[src/sps_defines.svh]
`ifndef SPS_DEFINES_SVH
`define SPS_DEFINES_SVH
// ----------------------------------------------------------------------------
// register indices (byte address = index * 4)
// ----------------------------------------------------------------------------
`define SPS_IDX_CON1_A   12'h0F95
`define SPS_IDX_CON1_B   12'h0E91
`define SPS_DLT_BUF      12'h0004
`define SPS_DLT_ADD      12'h0003
`define SPS_DLT_STAT     12'h0001
`define SPS_DLT_CON2     12'h0001
// ----------------------------------------------------------------------------
// field positions
// ----------------------------------------------------------------------------
`define SPS_B_SMP        7
`define SPS_B_CKE        6
`define SPS_B_DA         5
`define SPS_B_STOP       4
`define SPS_B_START      3
`define SPS_B_RW         2
`define SPS_B_UA         1
`define SPS_B_BF         0
`define SPS_B_WRITE_COLLISION_FLAG       7
`define SPS_B_OVF        6
`define SPS_B_EN         5
`define SPS_B_CKP        4
`define SPS_B_ACKNOWLEDGE_SEQUENCE_ENABLE      4
`define SPS_B_RECEIVE_ENABLE_BIT       3
`define SPS_B_PEN        2
`define SPS_B_REPEATED_START_ENABLE       1
`define SPS_B_SEN        0
// ----------------------------------------------------------------------------
// mode codes, reset values, counts
// ----------------------------------------------------------------------------
`define SPS_M_SPIM_D4    4'h0
`define SPS_M_SPIM_D16   4'h1
`define SPS_M_SPIM_D64   4'h2
`define SPS_M_SPIM_TMR   4'h3
`define SPS_M_SPIS_SS    4'h4
`define SPS_M_SPIS       4'h5
`define SPS_M_I2CS7      4'h6
`define SPS_M_I2CS10     4'h7
`define SPS_M_I2CM       4'h8
`define SPS_M_SPIM_ADD   4'hA
`define SPS_M_I2CFW      4'hB
`define SPS_M_I2CS7I     4'hE
`define SPS_M_I2CS10I    4'hF
`define SPS_RST_BYTE     8'h00
`define SPS_HALF_D4      16'h0002
`define SPS_HALF_D16     16'h0008
`define SPS_HALF_D64     16'h0020
`define SPS_BITS_BYTE    4'h8
`define SPS_BITS_I2C     4'h9
`define SPS_TENBIT_HDR   5'h1E
`endif

[src/sps_pkg.sv]
package sps_pkg;
  // master sequencer states
  typedef enum logic [3:0] {
    SPS_M_IDLE = 4'b0001,
    SPS_M_LEAD = 4'b0010,
    SPS_M_TRAIL = 4'b0100,
    SPS_M_COND = 4'b1000
  } sps_mst_e;

  // apb request from master
  typedef struct packed {
    logic        psel;
    logic        penable;
    logic        pwrite;
    logic [15:0] paddr;
    logic [31:0] pwdata;
  } sps_apb_req_t;

  // link pin inputs
  typedef struct packed {
    logic clk_pin;
    logic data_pin;
    logic select_n;
  } sps_pin_in_t;

  // link pin outputs with enables
  typedef struct packed {
    logic clk_pin;
    logic clk_pin_oe;
    logic data_pin;
    logic data_pin_oe;
  } sps_pin_out_t;
endpackage

[src/sps_sync2.sv]
`timescale 1ns/10ps
// two-flop synchroniser for pin levels
module sps_sync2 #(
  parameter int W = 3
) (
  input  wire logic         clk_i,
  input  wire logic         sys_rst_i,
  input  wire logic [W-1:0] d_i,
  output logic      [W-1:0] q_o
);
  logic [W-1:0] meta;

  // ---------------------------------------------------------------------------
  // first stage feeds only the second stage
  // ---------------------------------------------------------------------------
  always_ff @(posedge clk_i) begin
    if (sys_rst_i) begin
      meta <= '0;
      q_o  <= '0;
    end else begin
      meta <= d_i;
      q_o  <= meta;
    end
  end
endmodule

[src/sps_port.sv]
`timescale 1ns/10ps
`include "sps_defines.svh"
module sps_port
  import sps_pkg::*;
#(
  parameter logic [11:0] CON1_INDEX = `SPS_IDX_CON1_A
) (
  input  wire logic          clk_i,
  input  wire logic          sys_rst_i,
  input  sps_pkg::sps_apb_req_t apb_i,
  output logic               pready_o,
  output logic               pslverr_o,
  output logic [31:0]        prdata_o,
  input  sps_pkg::sps_pin_in_t  pin_i,
  output sps_pkg::sps_pin_out_t pin_o,
  output logic               port_enable_o,
  output logic               slew_limit_o,
  output logic               smbus_levels_o,
  output logic               port_active_o
);
  import sps_pkg::*;

  typedef struct packed {
    logic [7:0]   stat;
    logic [7:0]   con1;
    logic [4:0]   seq;
    logic [7:0]   buf_q;
    logic [7:0]   addr;
    logic [7:0]   sh;
    logic [3:0]   bits;
    logic [15:0]  div;
    sps_mst_e     mst;
    logic         addr_phase;
    logic         matched;
    logic         slv_tx;
    logic         ack_drive;
    logic         clk_prev;
    logic         dat_prev;
    logic         pready;
    logic         pslverr;
    logic [31:0]  prdata;
    sps_pin_out_t pins;
    logic         active;
    logic         smp_bit;
    logic         slew;
    logic         smbus;
  } sps_state_t;

  sps_state_t  st;
  sps_state_t  next_st;
  sps_pin_in_t pin_s;

  // ---------------------------------------------------------------------------
  // pin synchronisers
  // ---------------------------------------------------------------------------
  sps_sync2 #(.W(3)) u_sync (
    .clk_i     (clk_i),
    .sys_rst_i (sys_rst_i),
    .d_i       (pin_i),
    .q_o       (pin_s)
  );

  // mode decode
  logic [3:0]  mode;
  logic        spi_m, spi_s, i2c_s, i2c_m, is_i2c, ten_bit;
  logic        clk_rise, clk_fall, sda_rise, sda_fall;
  logic [11:0] idx;
  logic        acc, wr, rd;
  logic [15:0] half;

  assign mode    = st.con1[3:0];
  assign spi_m   = (mode <= `SPS_M_SPIM_TMR) || (mode == `SPS_M_SPIM_ADD);
  assign spi_s   = (mode == `SPS_M_SPIS_SS) || (mode == `SPS_M_SPIS);
  assign ten_bit = (mode == `SPS_M_I2CS10) || (mode == `SPS_M_I2CS10I);
  assign i2c_s   = ten_bit || (mode == `SPS_M_I2CS7) || (mode == `SPS_M_I2CS7I);
  assign i2c_m   = (mode == `SPS_M_I2CM) || (mode == `SPS_M_I2CFW);
  assign is_i2c  = i2c_s || i2c_m;
  assign clk_rise = pin_s.clk_pin & ~st.clk_prev;
  assign clk_fall = ~pin_s.clk_pin & st.clk_prev;
  assign sda_rise = pin_s.data_pin & ~st.dat_prev;
  assign sda_fall = ~pin_s.data_pin & st.dat_prev;

  // apb decode: request taken in the setup cycle
  assign idx = apb_i.paddr[13:2];
  assign acc = apb_i.psel & ~apb_i.penable & ~st.pready;
  assign wr  = acc & apb_i.pwrite;
  assign rd  = acc & ~apb_i.pwrite;

  // master half-bit length in system clocks
  always_comb begin
    case (mode)
      `SPS_M_SPIM_D4:  half = `SPS_HALF_D4;
      `SPS_M_SPIM_D16: half = `SPS_HALF_D16;
      `SPS_M_SPIM_D64: half = `SPS_HALF_D64;
      default:         half = {7'h00, st.addr, 1'b0} + `SPS_HALF_D4;
    endcase
  end

  // ---------------------------------------------------------------------------
  // next-state logic
  // ---------------------------------------------------------------------------
  always_comb begin
    logic       byte_in;
    logic       buf_wr;
    logic       buf_rd;
    logic       set_write_collision_flag;
    logic       set_ovf;
    logic       busy;
    logic       spi_sample;
    logic       spi_shift;
    logic [7:0] rx;
    byte_in  = 1'b0;
    buf_wr   = 1'b0;
    buf_rd   = 1'b0;
    set_write_collision_flag = 1'b0;
    set_ovf  = 1'b0;
    rx       = {st.sh[6:0], pin_s.data_pin};
    busy     = (st.mst != SPS_M_IDLE) || (spi_s && st.bits != 4'h0) || st.slv_tx;
    spi_sample = st.con1[`SPS_B_CKE] ? ((st.con1[`SPS_B_CKP]) ? clk_fall : clk_rise)
                                     : ((st.con1[`SPS_B_CKP]) ? clk_rise : clk_fall);
    spi_shift  = st.con1[`SPS_B_CKE] ? ((st.con1[`SPS_B_CKP]) ? clk_rise : clk_fall)
                                     : ((st.con1[`SPS_B_CKP]) ? clk_fall : clk_rise);
    next_st          = st;
    next_st.clk_prev = pin_s.clk_pin;
    next_st.dat_prev = pin_s.data_pin;
    next_st.pready   = acc;
    next_st.pslverr  = 1'b0;
    next_st.prdata   = 32'h0000_0000;

    // register reads and writes
    if (acc) begin
      if (idx == CON1_INDEX) begin
        next_st.prdata[7:0] = st.con1;
        if (wr) begin
          next_st.con1[5:0] = apb_i.pwdata[5:0];
          next_st.con1[`SPS_B_WRITE_COLLISION_FLAG] = st.con1[`SPS_B_WRITE_COLLISION_FLAG] & apb_i.pwdata[`SPS_B_WRITE_COLLISION_FLAG];
          next_st.con1[`SPS_B_OVF]  = st.con1[`SPS_B_OVF] & apb_i.pwdata[`SPS_B_OVF];
        end
      end else if (idx == CON1_INDEX - `SPS_DLT_STAT) begin
        next_st.prdata[7:0] = st.stat;
        if (wr) begin
          next_st.stat[`SPS_B_SMP] = apb_i.pwdata[`SPS_B_SMP];
          next_st.stat[`SPS_B_CKE] = apb_i.pwdata[`SPS_B_CKE];
        end
      end else if (idx == CON1_INDEX + `SPS_DLT_CON2) begin
        next_st.prdata[4:0] = st.seq;
        if (wr) begin
          next_st.seq = apb_i.pwdata[4:0];
        end
      end else if (idx == CON1_INDEX - `SPS_DLT_BUF) begin
        next_st.prdata[7:0] = st.buf_q;
        buf_wr = wr;
        buf_rd = rd;
      end else if (idx == CON1_INDEX - `SPS_DLT_ADD) begin
        next_st.prdata[7:0] = st.addr;
        if (wr) begin
          next_st.addr = apb_i.pwdata[7:0];
          next_st.stat[`SPS_B_UA] = 1'b0;
        end
      end else begin
        next_st.pslverr = 1'b1;
      end
    end

    // buffer read frees a received character
    if (buf_rd && !st.slv_tx && !(i2c_m && st.stat[`SPS_B_RW])) begin
      next_st.stat[`SPS_B_BF] = 1'b0;
    end

    // buffer write: load, start transmit or flag a collision
    if (buf_wr) begin
      next_st.buf_q = apb_i.pwdata[7:0];
      if (busy || (i2c_m && (st.seq != 5'h00))) begin
        set_write_collision_flag = 1'b1;
      end else if (spi_m || i2c_m) begin
        next_st.sh   = apb_i.pwdata[7:0];
        next_st.bits = i2c_m ? `SPS_BITS_I2C : `SPS_BITS_BYTE;
        next_st.div  = half;
        next_st.mst  = SPS_M_LEAD;
        next_st.stat[`SPS_B_BF] = 1'b1;
      end else if (spi_s || (i2c_s && st.stat[`SPS_B_RW] && st.matched)) begin
        next_st.sh     = apb_i.pwdata[7:0];
        next_st.slv_tx = i2c_s;
        next_st.stat[`SPS_B_BF] = 1'b1;
      end
    end

    // master sequencer: clock out one bit per lead/trail pair
    case (st.mst)
      SPS_M_IDLE: begin
        if (i2c_m && st.seq != 5'h00) begin
          next_st.div = half;
          next_st.mst = SPS_M_COND;
          if (st.seq[`SPS_B_RECEIVE_ENABLE_BIT]) begin
            next_st.sh   = 8'hFF;
            next_st.bits = `SPS_BITS_BYTE;
            next_st.mst  = SPS_M_LEAD;
          end
        end
      end
      SPS_M_LEAD: begin
        next_st.div = st.div - 16'h0001;
        if (st.div == 16'h0001) begin
          next_st.div = half;
          next_st.mst = SPS_M_TRAIL;
          if (!st.stat[`SPS_B_SMP]) begin
            next_st.smp_bit = pin_s.data_pin;
          end
        end
      end
      SPS_M_TRAIL: begin
        next_st.div = st.div - 16'h0001;
        if (st.div == 16'h0001) begin
          next_st.div  = half;
          next_st.bits = st.bits - 4'h1;
          // one shift per bit except the first of nine in i2c: with the sample bit clear, the mid-bit sample is held until the trailing half ends
          if (st.bits != `SPS_BITS_I2C) begin
            next_st.sh = {st.sh[6:0], st.stat[`SPS_B_SMP] ? pin_s.data_pin : st.smp_bit};
          end
          next_st.mst = (st.bits == 4'h1) ? SPS_M_IDLE : SPS_M_LEAD;
          if (st.bits == 4'h1) begin
            next_st.seq[`SPS_B_RECEIVE_ENABLE_BIT] = 1'b0;
            next_st.stat[`SPS_B_BF]  = spi_m | st.seq[`SPS_B_RECEIVE_ENABLE_BIT];
            if (spi_m || st.seq[`SPS_B_RECEIVE_ENABLE_BIT]) begin
              next_st.buf_q = {st.sh[6:0], st.stat[`SPS_B_SMP] ? pin_s.data_pin : st.smp_bit};
            end
          end
        end
      end
      SPS_M_COND: begin
        next_st.div = st.div - 16'h0001;
        if (st.div == 16'h0001) begin
          next_st.mst = SPS_M_IDLE;
          next_st.seq = 5'h00;
        end
      end
      default: next_st.mst = SPS_M_IDLE;
    endcase

    // spi slave: shift on pin edges, select low when enabled
    if (spi_s) begin
      if (mode == `SPS_M_SPIS_SS && pin_s.select_n) begin
        next_st.bits = 4'h0;
      end else if (spi_sample) begin
        next_st.sh   = rx;
        next_st.bits = (st.bits == 4'h7) ? 4'h0 : st.bits + 4'h1;
        byte_in      = (st.bits == 4'h7);
      end
    end

    // i2c slave: address and data bytes, the ack clock rise is also shifted in and counted
    if (i2c_s) begin
      if (clk_rise && st.bits != `SPS_BITS_BYTE) begin
        next_st.sh   = rx;
        next_st.bits = st.bits + 4'h1;
      end
      if (clk_fall && st.bits == `SPS_BITS_BYTE) begin
        if (st.addr_phase) begin
          next_st.addr_phase = 1'b0;
          next_st.stat[`SPS_B_DA] = 1'b0;
          if (ten_bit ? (st.sh[7:3] == `SPS_TENBIT_HDR) : (st.sh[7:1] == st.addr[7:1])) begin
            next_st.matched = 1'b1;
            next_st.stat[`SPS_B_RW] = st.sh[0];
            next_st.ack_drive = 1'b1;
            if (ten_bit) begin
              next_st.stat[`SPS_B_UA] = 1'b1;
            end
          end
        end else if (st.matched && !st.stat[`SPS_B_RW]) begin
          next_st.stat[`SPS_B_DA] = 1'b1;
          next_st.ack_drive = 1'b1;
          byte_in = 1'b1;
        end else if (st.slv_tx) begin
          next_st.stat[`SPS_B_DA] = 1'b1;
          next_st.slv_tx = 1'b0;
          next_st.stat[`SPS_B_BF] = 1'b0;
        end
        next_st.bits = `SPS_BITS_I2C;
      end else if (clk_fall && st.bits == `SPS_BITS_I2C) begin
        next_st.ack_drive = 1'b0;
        next_st.bits = 4'h0;
        if (st.slv_tx && pin_s.data_pin) begin
          next_st.stat[`SPS_B_RW] = 1'b0;
        end
      end else if (clk_fall && st.slv_tx) begin
        next_st.sh = {st.sh[6:0], st.sh[7]};
      end
    end

    // received byte into buffer, overflow if unread
    if (byte_in) begin
      if (st.stat[`SPS_B_BF]) begin
        set_ovf = 1'b1;
      end else begin
        next_st.buf_q = i2c_s ? st.sh : rx;
        next_st.stat[`SPS_B_BF] = 1'b1;
      end
    end

    // start and stop conditions seen on the bus
    if (is_i2c && pin_s.clk_pin && st.clk_prev) begin
      if (sda_fall) begin
        next_st.stat[`SPS_B_START] = 1'b1;
        next_st.stat[`SPS_B_STOP]  = 1'b0;
      end
      if (sda_rise) begin
        next_st.stat[`SPS_B_STOP]  = 1'b1;
        next_st.stat[`SPS_B_START] = 1'b0;
      end
      if (i2c_s && (sda_fall || sda_rise)) begin
        next_st.addr_phase = sda_fall;
        next_st.matched    = 1'b0;
        next_st.slv_tx     = 1'b0;
        next_st.ack_drive  = 1'b0;
        next_st.bits       = 4'h0;
        next_st.stat[`SPS_B_RW] = 1'b0;
      end
    end
    if (i2c_m) begin
      next_st.stat[`SPS_B_RW] = (next_st.mst != SPS_M_IDLE) && !next_st.seq[`SPS_B_RECEIVE_ENABLE_BIT];
    end

    // hardware sets win over software clears
    if (set_write_collision_flag && !spi_s && !(i2c_s && !st.stat[`SPS_B_RW])) begin
      next_st.con1[`SPS_B_WRITE_COLLISION_FLAG] = 1'b1;
    end
    if (set_ovf) begin
      next_st.con1[`SPS_B_OVF] = 1'b1;
    end
    if (set_write_collision_flag && spi_s) begin
      next_st.con1[`SPS_B_WRITE_COLLISION_FLAG] = 1'b1;
    end

    // disabled port: drop conditions and engine state
    if (!st.con1[`SPS_B_EN]) begin
      next_st.stat[`SPS_B_STOP:`SPS_B_START] = 2'b00;
      next_st.mst        = SPS_M_IDLE;
      next_st.bits       = 4'h0;
      next_st.matched    = 1'b0;
      next_st.slv_tx     = 1'b0;
      next_st.ack_drive  = 1'b0;
      next_st.addr_phase = 1'b0;
    end

    // pin drive
    next_st.pins = '0;
    if (st.con1[`SPS_B_EN]) begin
      if (spi_m) begin
        next_st.pins.clk_pin_oe  = 1'b1;
        next_st.pins.data_pin_oe = 1'b1;
        next_st.pins.data_pin    = next_st.sh[7];
        next_st.pins.clk_pin     = st.con1[`SPS_B_CKP] ^ (next_st.mst == SPS_M_TRAIL ? st.stat[`SPS_B_CKE]
                                   : (next_st.mst == SPS_M_LEAD) & ~st.stat[`SPS_B_CKE]);
      end else if (spi_s) begin
        next_st.pins.data_pin_oe = ~(mode == `SPS_M_SPIS_SS && pin_s.select_n);
        next_st.pins.data_pin    = (spi_shift || st.bits == 4'h0) ? next_st.sh[7] : st.pins.data_pin;
      end else if (i2c_s) begin
        next_st.pins.clk_pin_oe  = ~st.con1[`SPS_B_CKP];
        next_st.pins.data_pin_oe = next_st.ack_drive || (next_st.slv_tx && !next_st.sh[7]
                                   && next_st.bits < `SPS_BITS_BYTE);
      end else if (i2c_m) begin
        next_st.pins.clk_pin_oe  = (next_st.mst == SPS_M_LEAD) ||
                                   (next_st.mst == SPS_M_IDLE && st.mst == SPS_M_COND && st.seq[`SPS_B_SEN]);
        next_st.pins.data_pin_oe = (next_st.mst == SPS_M_COND) ? (st.seq[`SPS_B_PEN] == (next_st.div > half[15:1]))
                                   : (next_st.mst != SPS_M_IDLE && !next_st.seq[`SPS_B_RECEIVE_ENABLE_BIT] && !next_st.sh[7]
                                      && next_st.bits != 4'h1);
      end
    end
    next_st.active = next_st.stat[`SPS_B_RW] | (|next_st.seq);
    next_st.slew   = is_i2c & ~st.stat[`SPS_B_SMP];
    next_st.smbus  = is_i2c & st.stat[`SPS_B_CKE];
  end

  // ---------------------------------------------------------------------------
  // state register
  // ---------------------------------------------------------------------------
  always_ff @(posedge clk_i) begin
    if (sys_rst_i) begin
      st        <= '0;
      st.con1   <= `SPS_RST_BYTE;
      st.stat   <= `SPS_RST_BYTE;
      st.mst    <= SPS_M_IDLE;
    end else begin
      st <= next_st;
    end
  end

  // outputs straight from state
  assign pready_o       = st.pready;
  assign pslverr_o      = st.pslverr;
  assign prdata_o       = st.prdata;
  assign pin_o          = st.pins;
  assign port_enable_o  = st.con1[`SPS_B_EN];
  assign slew_limit_o   = st.slew;
  assign smbus_levels_o = st.smbus;
  assign port_active_o  = st.active;
endmodule

[config.mk]
export PLATFORM = sky130hd
export DESIGN_NAME = sps_port
export DESIGN_NICKNAME = d
export VERILOG_FILES = /design/src/sps_pkg.sv /design/src/sps_sync2.sv /design/src/sps_port.sv
export VERILOG_INCLUDE_DIRS = /design/src
export SDC_FILE = /design/constraint.sdc
export NUM_CORES = 1
export LEC_CHECK = 0
export ABC_CLOCK_PERIOD_IN_PS = 12420
export BUFFER_PORTS_ARGS = -buffer_cell sky130_fd_sc_hd__buf_4
export CORE_ASPECT_RATIO = 1.2
export CORE_MARGIN = 2
export CORE_UTILIZATION = 45
export CTS_CLUSTER_DIAMETER = 50
export DETAILED_ROUTE_END_ITERATION = 10
export PLACE_DENSITY = 0.76
export SYNTH_ARGS = -nofsm -noshare
export SYNTH_HDL_FRONTEND = slang
export SYNTH_SLANG_ARGS = --single-unit
[constraint.sdc]
create_clock -name clk_i -period 12.42 [get_ports clk_i]
set_clock_uncertainty 0.05 [all_clocks]
set_input_delay 0.621 -clock clk_i [delete_from_list [all_inputs] [get_ports clk_i]]
set_output_delay 0.621 -clock clk_i [all_outputs]
set_load 0.005 [all_outputs]
# Word level (Yosys, flattened, before mapping)
# Index checks and enable logic that the tools add are counted.
# totals
reg_bits,123
in_bits,56
output_inout_bits,42
wordCells,351
# classes
addsub,4
magnitude_cmp,3
n_eq_ne,39
mux,159
n_bitwise,34
n_reduce_logical,78
# op_table
cell,n
two-way mux 32 bit,6
two-way mux 8 bit,22
two-way mux 1 bit,89
one-hot mux 16 bit (4 select lines),1
"equality test 12 bit, second input constant",5
two-way mux 12 bit,5
two-way mux 4 bit,12
"equality test 4 bit, second input constant",9
two-way mux 5 bit,6
one-hot mux 10 bit (3 select lines),1
logical AND 1 bit,29
"equality test 4 x 3 -> 1 bit, second input constant",7
two-way mux 24 bit,1
one-hot mux 12 bit (2 select lines),1
two-way mux 20 bit,1
NOT 1 bit,18
logical OR 1 bit,17
"equality test 16 x 1 -> 1 bit, second input constant",1
"equality test 4 x 1 -> 1 bit, second input constant",4
greater-than comparator 16 x 15 -> 1 bit,1
"inequality test 4 x 1 -> 1 bit, second input constant",4
one-hot mux 4 bit (4 select lines),1
"subtractor 16 x 1 -> 16 bit, second input constant",1
two-way mux 3 bit,5
31 further kinds,70

# Longest topological paths before layout
# logic_depth
depth_word,33
ltp_mapped,19
depth_no_buf,18

# Hierarchy
# From an unflattened synthesis, not the netlist that was laid out.
# hier_totals
cells_unflattened,806
hier_area_um2,6319.8
# modules_own_cells
module,n_inst,cells_each,area_per_inst_um2,seq_area_each_um2
sps_port,1,794,6162.2,1861.8
sps_sync2,1,12,157.7,120.1

# Worst setup path after synthesis
# OpenSTA, ideal clock, no wires.
# synth_timing
path_kind,input to register
from,input port apb_i[35] (netlist bit)
to,register st (netlist bit pin_o[0])
setup_time_ps,134
arrival_ps,4291
required_ps,12236
slack_ps,7945
cell_stages,17
path_buffers,1
cell_sequence,buf_6 > or4b_1 > or4_4 > a2111oi_4 > nor2_4 > a22oi_1 > o21ai_0 > ha_1 > nor2b_1 > o21a_1 > o21ai_0 > a211oi_1 > o31ai_1 > nand4_1 > o31a_1 > nor4b_1 > a211oi_1
# synth_lines
item,line_no,rtl
from (decl),sps_port.sv:10,"input sps_pkg::sps_apb_req_t apb_i,"
to (signal assigned),sps_port.sv:384,st <= next_st;
to (decl),sps_port.sv:49,sps_state_t st;

==> implementation parameters <==
Parameter                              Value

Routing
  Number of iterations in the first detailed-routing pass    8
  Initial DRC Count    693
  Final WL    18510 um
  Routed WL per cell    18.18 um
  Average via count per standard cell    6.082
  ANT nets after route    0
  DR vias    6191
  DR DRC count    10

Clocking
  Total clock sinks    99
  Longest Clk Path Bufs    2
  Count of buffers added by post-CTS timing repair for setup    0
  Clk Tree Root Cell    sky130_fd_sc_hd__clkbuf_16
  CTS clk-pin slew, worst paths    0.06 ns
  CTS H-Tree Depth    3
  Clock tree from TritonCTS    yes
  CTS buffer count    9
  Worst-Skew Late Latency    0.36 ns
  Number of gates resized after CTS    0
  Quantity of hold-fixing buffers added after cts    0

Die
  Core Footprint    13880 um^2
  Die height    134.9 um
  Initial Util    0.4632
  Total number of placement rows    47
  IO Count    98
  Horizontal die dimension    113.1 um
  Die outline area    15260 um^2

Critical path
  Critical path type    input pin to flip-flop
  Path depth of the worst reg2reg path    14
  Launching point of the worst reg2reg path    st[59]
  WP data arrival    5.20 ns
  Highest fanout seen on the critical path    12
  Critical path startpoint category    input pin
  Critical path endpoint category    flip-flop
  Register-to-Register Setup Slack    7.44 ns
  Reg2reg end    pin_o[0]
  Worst path required time    12.60 ns

Logic synthesis
  Sequential share of the synthesized area    0.3083
  Area fraction of the dominant cell type after synthesis    0.3083
  Mean post-synth cell area    7.671 um^2
  Cells after synthesis    838
  Largest cells by area after synthesis    sky130_fd_sc_hd__dfxtp_1, sky130_fd_sc_hd__a21oi_1, sky130_fd_sc_hd__nand2_1
  Biggest area consumer among synthesized cells    sky130_fd_sc_hd__dfxtp_1
  Synth unique cells    74
  Async set-or-reset flop fraction in the synthesized netlist    0
  Predominant post-synthesis flop cell    sky130_fd_sc_hd__dfxtp_1
  FF+latch count, synth    99
  Post-synthesis cell area    6429 um^2
  Warnings, synthesis    0
  Number of synthesized flops with an enable pin    0

STA
  RSZ-0062 raised after global routing    false
  Post-layout minimum cycle time    5.017 ns
  Fin. max-slew vios    0
  Sum of negative setup slack    0 ns
  Peak clock frequency supported by timing    199.3 MHz
  Final Hold Fails    0
  Hold slack final    0.3851 ns
  Worst relative slew slack    0.1969
  Final setup violating endpoints    0
  Actual slew at the worst max-slew pin    1.202 ns
  Period Utilization, post-route    0.4039

Finish
  Number of standard cells in the final layout excluding fillers    1018
  Layout Nets    916
  Area growth from synthesis to layout    8.330%
  Share of layout cells above drive strength 1    0.1027
  Antenna diode count    0

Worst hold path
  Hold worst-path end    u_sync.q_o[0]
  Worst Hold Class    flip-flop to flip-flop
  Hold Startpoint    u_sync.meta[0]
  Number of stages on the worst hold path    1

GRT
  Global-route wire length before repair    29090 um
  Overall global routing resource usage    0.2410
  Number of global-route vias before repair    5629
  Global-route congestion overflow total    0
  Largest net degree at the start of global routing    78
  Number of antenna violations at the first check in global routing    0

Power
  Leakage power    2.576 nW
  Largest voltage drop on the vdd net    0.07161 mV
  Pwr Density    89.39 nW/um^2

Placement
  Final HPWL from detailed placement    13560 um
  Number of buffer cells added on primary ports    45
  RePlAce Congestion    1.014
  Cell Count Post-Placement    1003

Run status
  Violated checks    design-rule violations
  Run status    complete, but fails checks

Flow run
  # Max-Cap Violations    0
[routing by layer]
| layer | up-vias | global-route usage | part of all wire |
|---|---|---|---|
| met1 | 2853 | 0.2969 | 0.40 |
| met3 | 60 | 0.03815 | 0.080 |
| li1 | 2980 | - | - |
| met4 | 0 | 0.1619 | 0.056 |
| met5 | - | 0 | 0 |
| met2 | 298 | 0.3872 | 0.46 |
[per-stage QoR]
step	area, um^2	util	total power, mW	setup slack (ns)
2_1_floorplan	6515	-	0.3431	7.945
3_3_place_gp	6680	0.4813	0.3494	7.121
3_5_place_dp	6680	0.4813	0.3497	7.095
4_1_cts	6964	0.5018	0.6252	7.442
5_1_grt	6964	0.5018	0.6379	7.076
6_report	6964	0.5018	0.6225	7.403
[state kept, by name (all words and copies together) (netlist names)]
signal / count
smbus_levels_o: 1
prdata_o: 8
slew_limit_o: 1
port_enable_o: 1
u_sync.q_o: 3
mode: 4
pin_o: 4
pready_o: 1
st: 71
port_active_o: 1
pslverr_o: 1
u_sync.meta: 3
[power by group]
group	internal [mW]	switching [mW]	total [mW]
registers	0.319	0.000749	0.319
logic	0.00889	0.0145	0.0234
clock network	0.154	0.125	0.280
[layout by cell type (no fill, tap or decap), types with 13 or more instances in the layout]
master,n
sky130_fd_sc_hd__a21oi_1,69
sky130_fd_sc_hd__o21ai_0,29
sky130_fd_sc_hd__a211oi_1,13
sky130_fd_sc_hd__xor2_1,16
sky130_fd_sc_hd__nand2_1,92
sky130_fd_sc_hd__mux2i_1,26
sky130_fd_sc_hd__dfxtp_1,99
sky130_fd_sc_hd__ha_1,17
sky130_fd_sc_hd__nor2_1,89
sky130_fd_sc_hd__inv_1,22
sky130_fd_sc_hd__buf_4,53
sky130_fd_sc_hd__nor2b_1,25
sky130_fd_sc_hd__conb_1,24
sky130_fd_sc_hd__nand3_1,37
sky130_fd_sc_hd__nor3_1,18
[worst max path at each step]
stage / from / endpoint / slack, ns
final: apb_i[35] / pin_o[0] / 7.40
after global routing: st[68] / pin_o[0] / 7.08
after CTS: apb_i[35] / pin_o[0] / 7.44
after detailed placement: apb_i[35] / pin_o[0] / 7.10
after global placement: apb_i[35] / pin_o[0] / 7.12
after floorplan: apb_i[35] / pin_o[0] / 7.94
[Yosys cell counts (all sizes together) (12+ instances only)]
master	instances
o21ai	30
mux2i	26
a211oi	13
nor3	18
buf	40
nand2	92
xor2	16
ha	17
nor2	90
nor2b	25
a21oi	69
nand3	37
dfxtp	99
nor4	12
inv	22
clkbuf	42
[critical path, stage by stage]
cell and delay [ns]:
sky130_fd_sc_hd__buf_4 0.14, sky130_fd_sc_hd__or4b_1 0.51, sky130_fd_sc_hd__or4_4 0.58, sky130_fd_sc_hd__a2111oi_4 0.70, sky130_fd_sc_hd__nor2_4 0.16, sky130_fd_sc_hd__a22oi_1 0.21, sky130_fd_sc_hd__o21ai_0 0.14, sky130_fd_sc_hd__ha_1 0.33
sky130_fd_sc_hd__nor2b_1 0.13, sky130_fd_sc_hd__o21a_1 0.16, sky130_fd_sc_hd__o21ai_0 0.14, sky130_fd_sc_hd__a211oi_1 0.09, sky130_fd_sc_hd__o31ai_1 0.32, sky130_fd_sc_hd__nand4_1 0.19, sky130_fd_sc_hd__nor4b_1 0.31, sky130_fd_sc_hd__nor4b_1 0.10
sky130_fd_sc_hd__a211oi_1 0.35
[kinds of logic (layout without fill, tap and decap cells)]
| logic type | count (synthesis) | after routing | share of synthesized area |
|---|---|---|---|
| AND/OR/NAND/NOR | 360 | 360 | 0.2855 |
| AO/OA/AOI/OAI | 204 | 204 | 0.2112 |
| buffers and inverters | 104 | 90 | 0.08330 |
| flip-flops | 99 | 99 | 0.3083 |
| multiplexers | 28 | 28 | 0.04399 |
| XOR/XNOR | 25 | 25 | 0.03406 |
| adder cells (fa/ha/maj) | 17 | 17 | 0.03309 |
| other | 1 | 24 | 0.0005833 |
[layout make-up]
class                   count  area (um^2)
clock buffers              10        229.0
repair buffers             53        397.9
well taps                 171        214.0
flip-flops and latches     99         1982
clock inverters             5        55.05
multi-input cells         658         4004
fillers                  1381         6914
inverters                  22        82.58
Power figures use the tool's default switching activity.
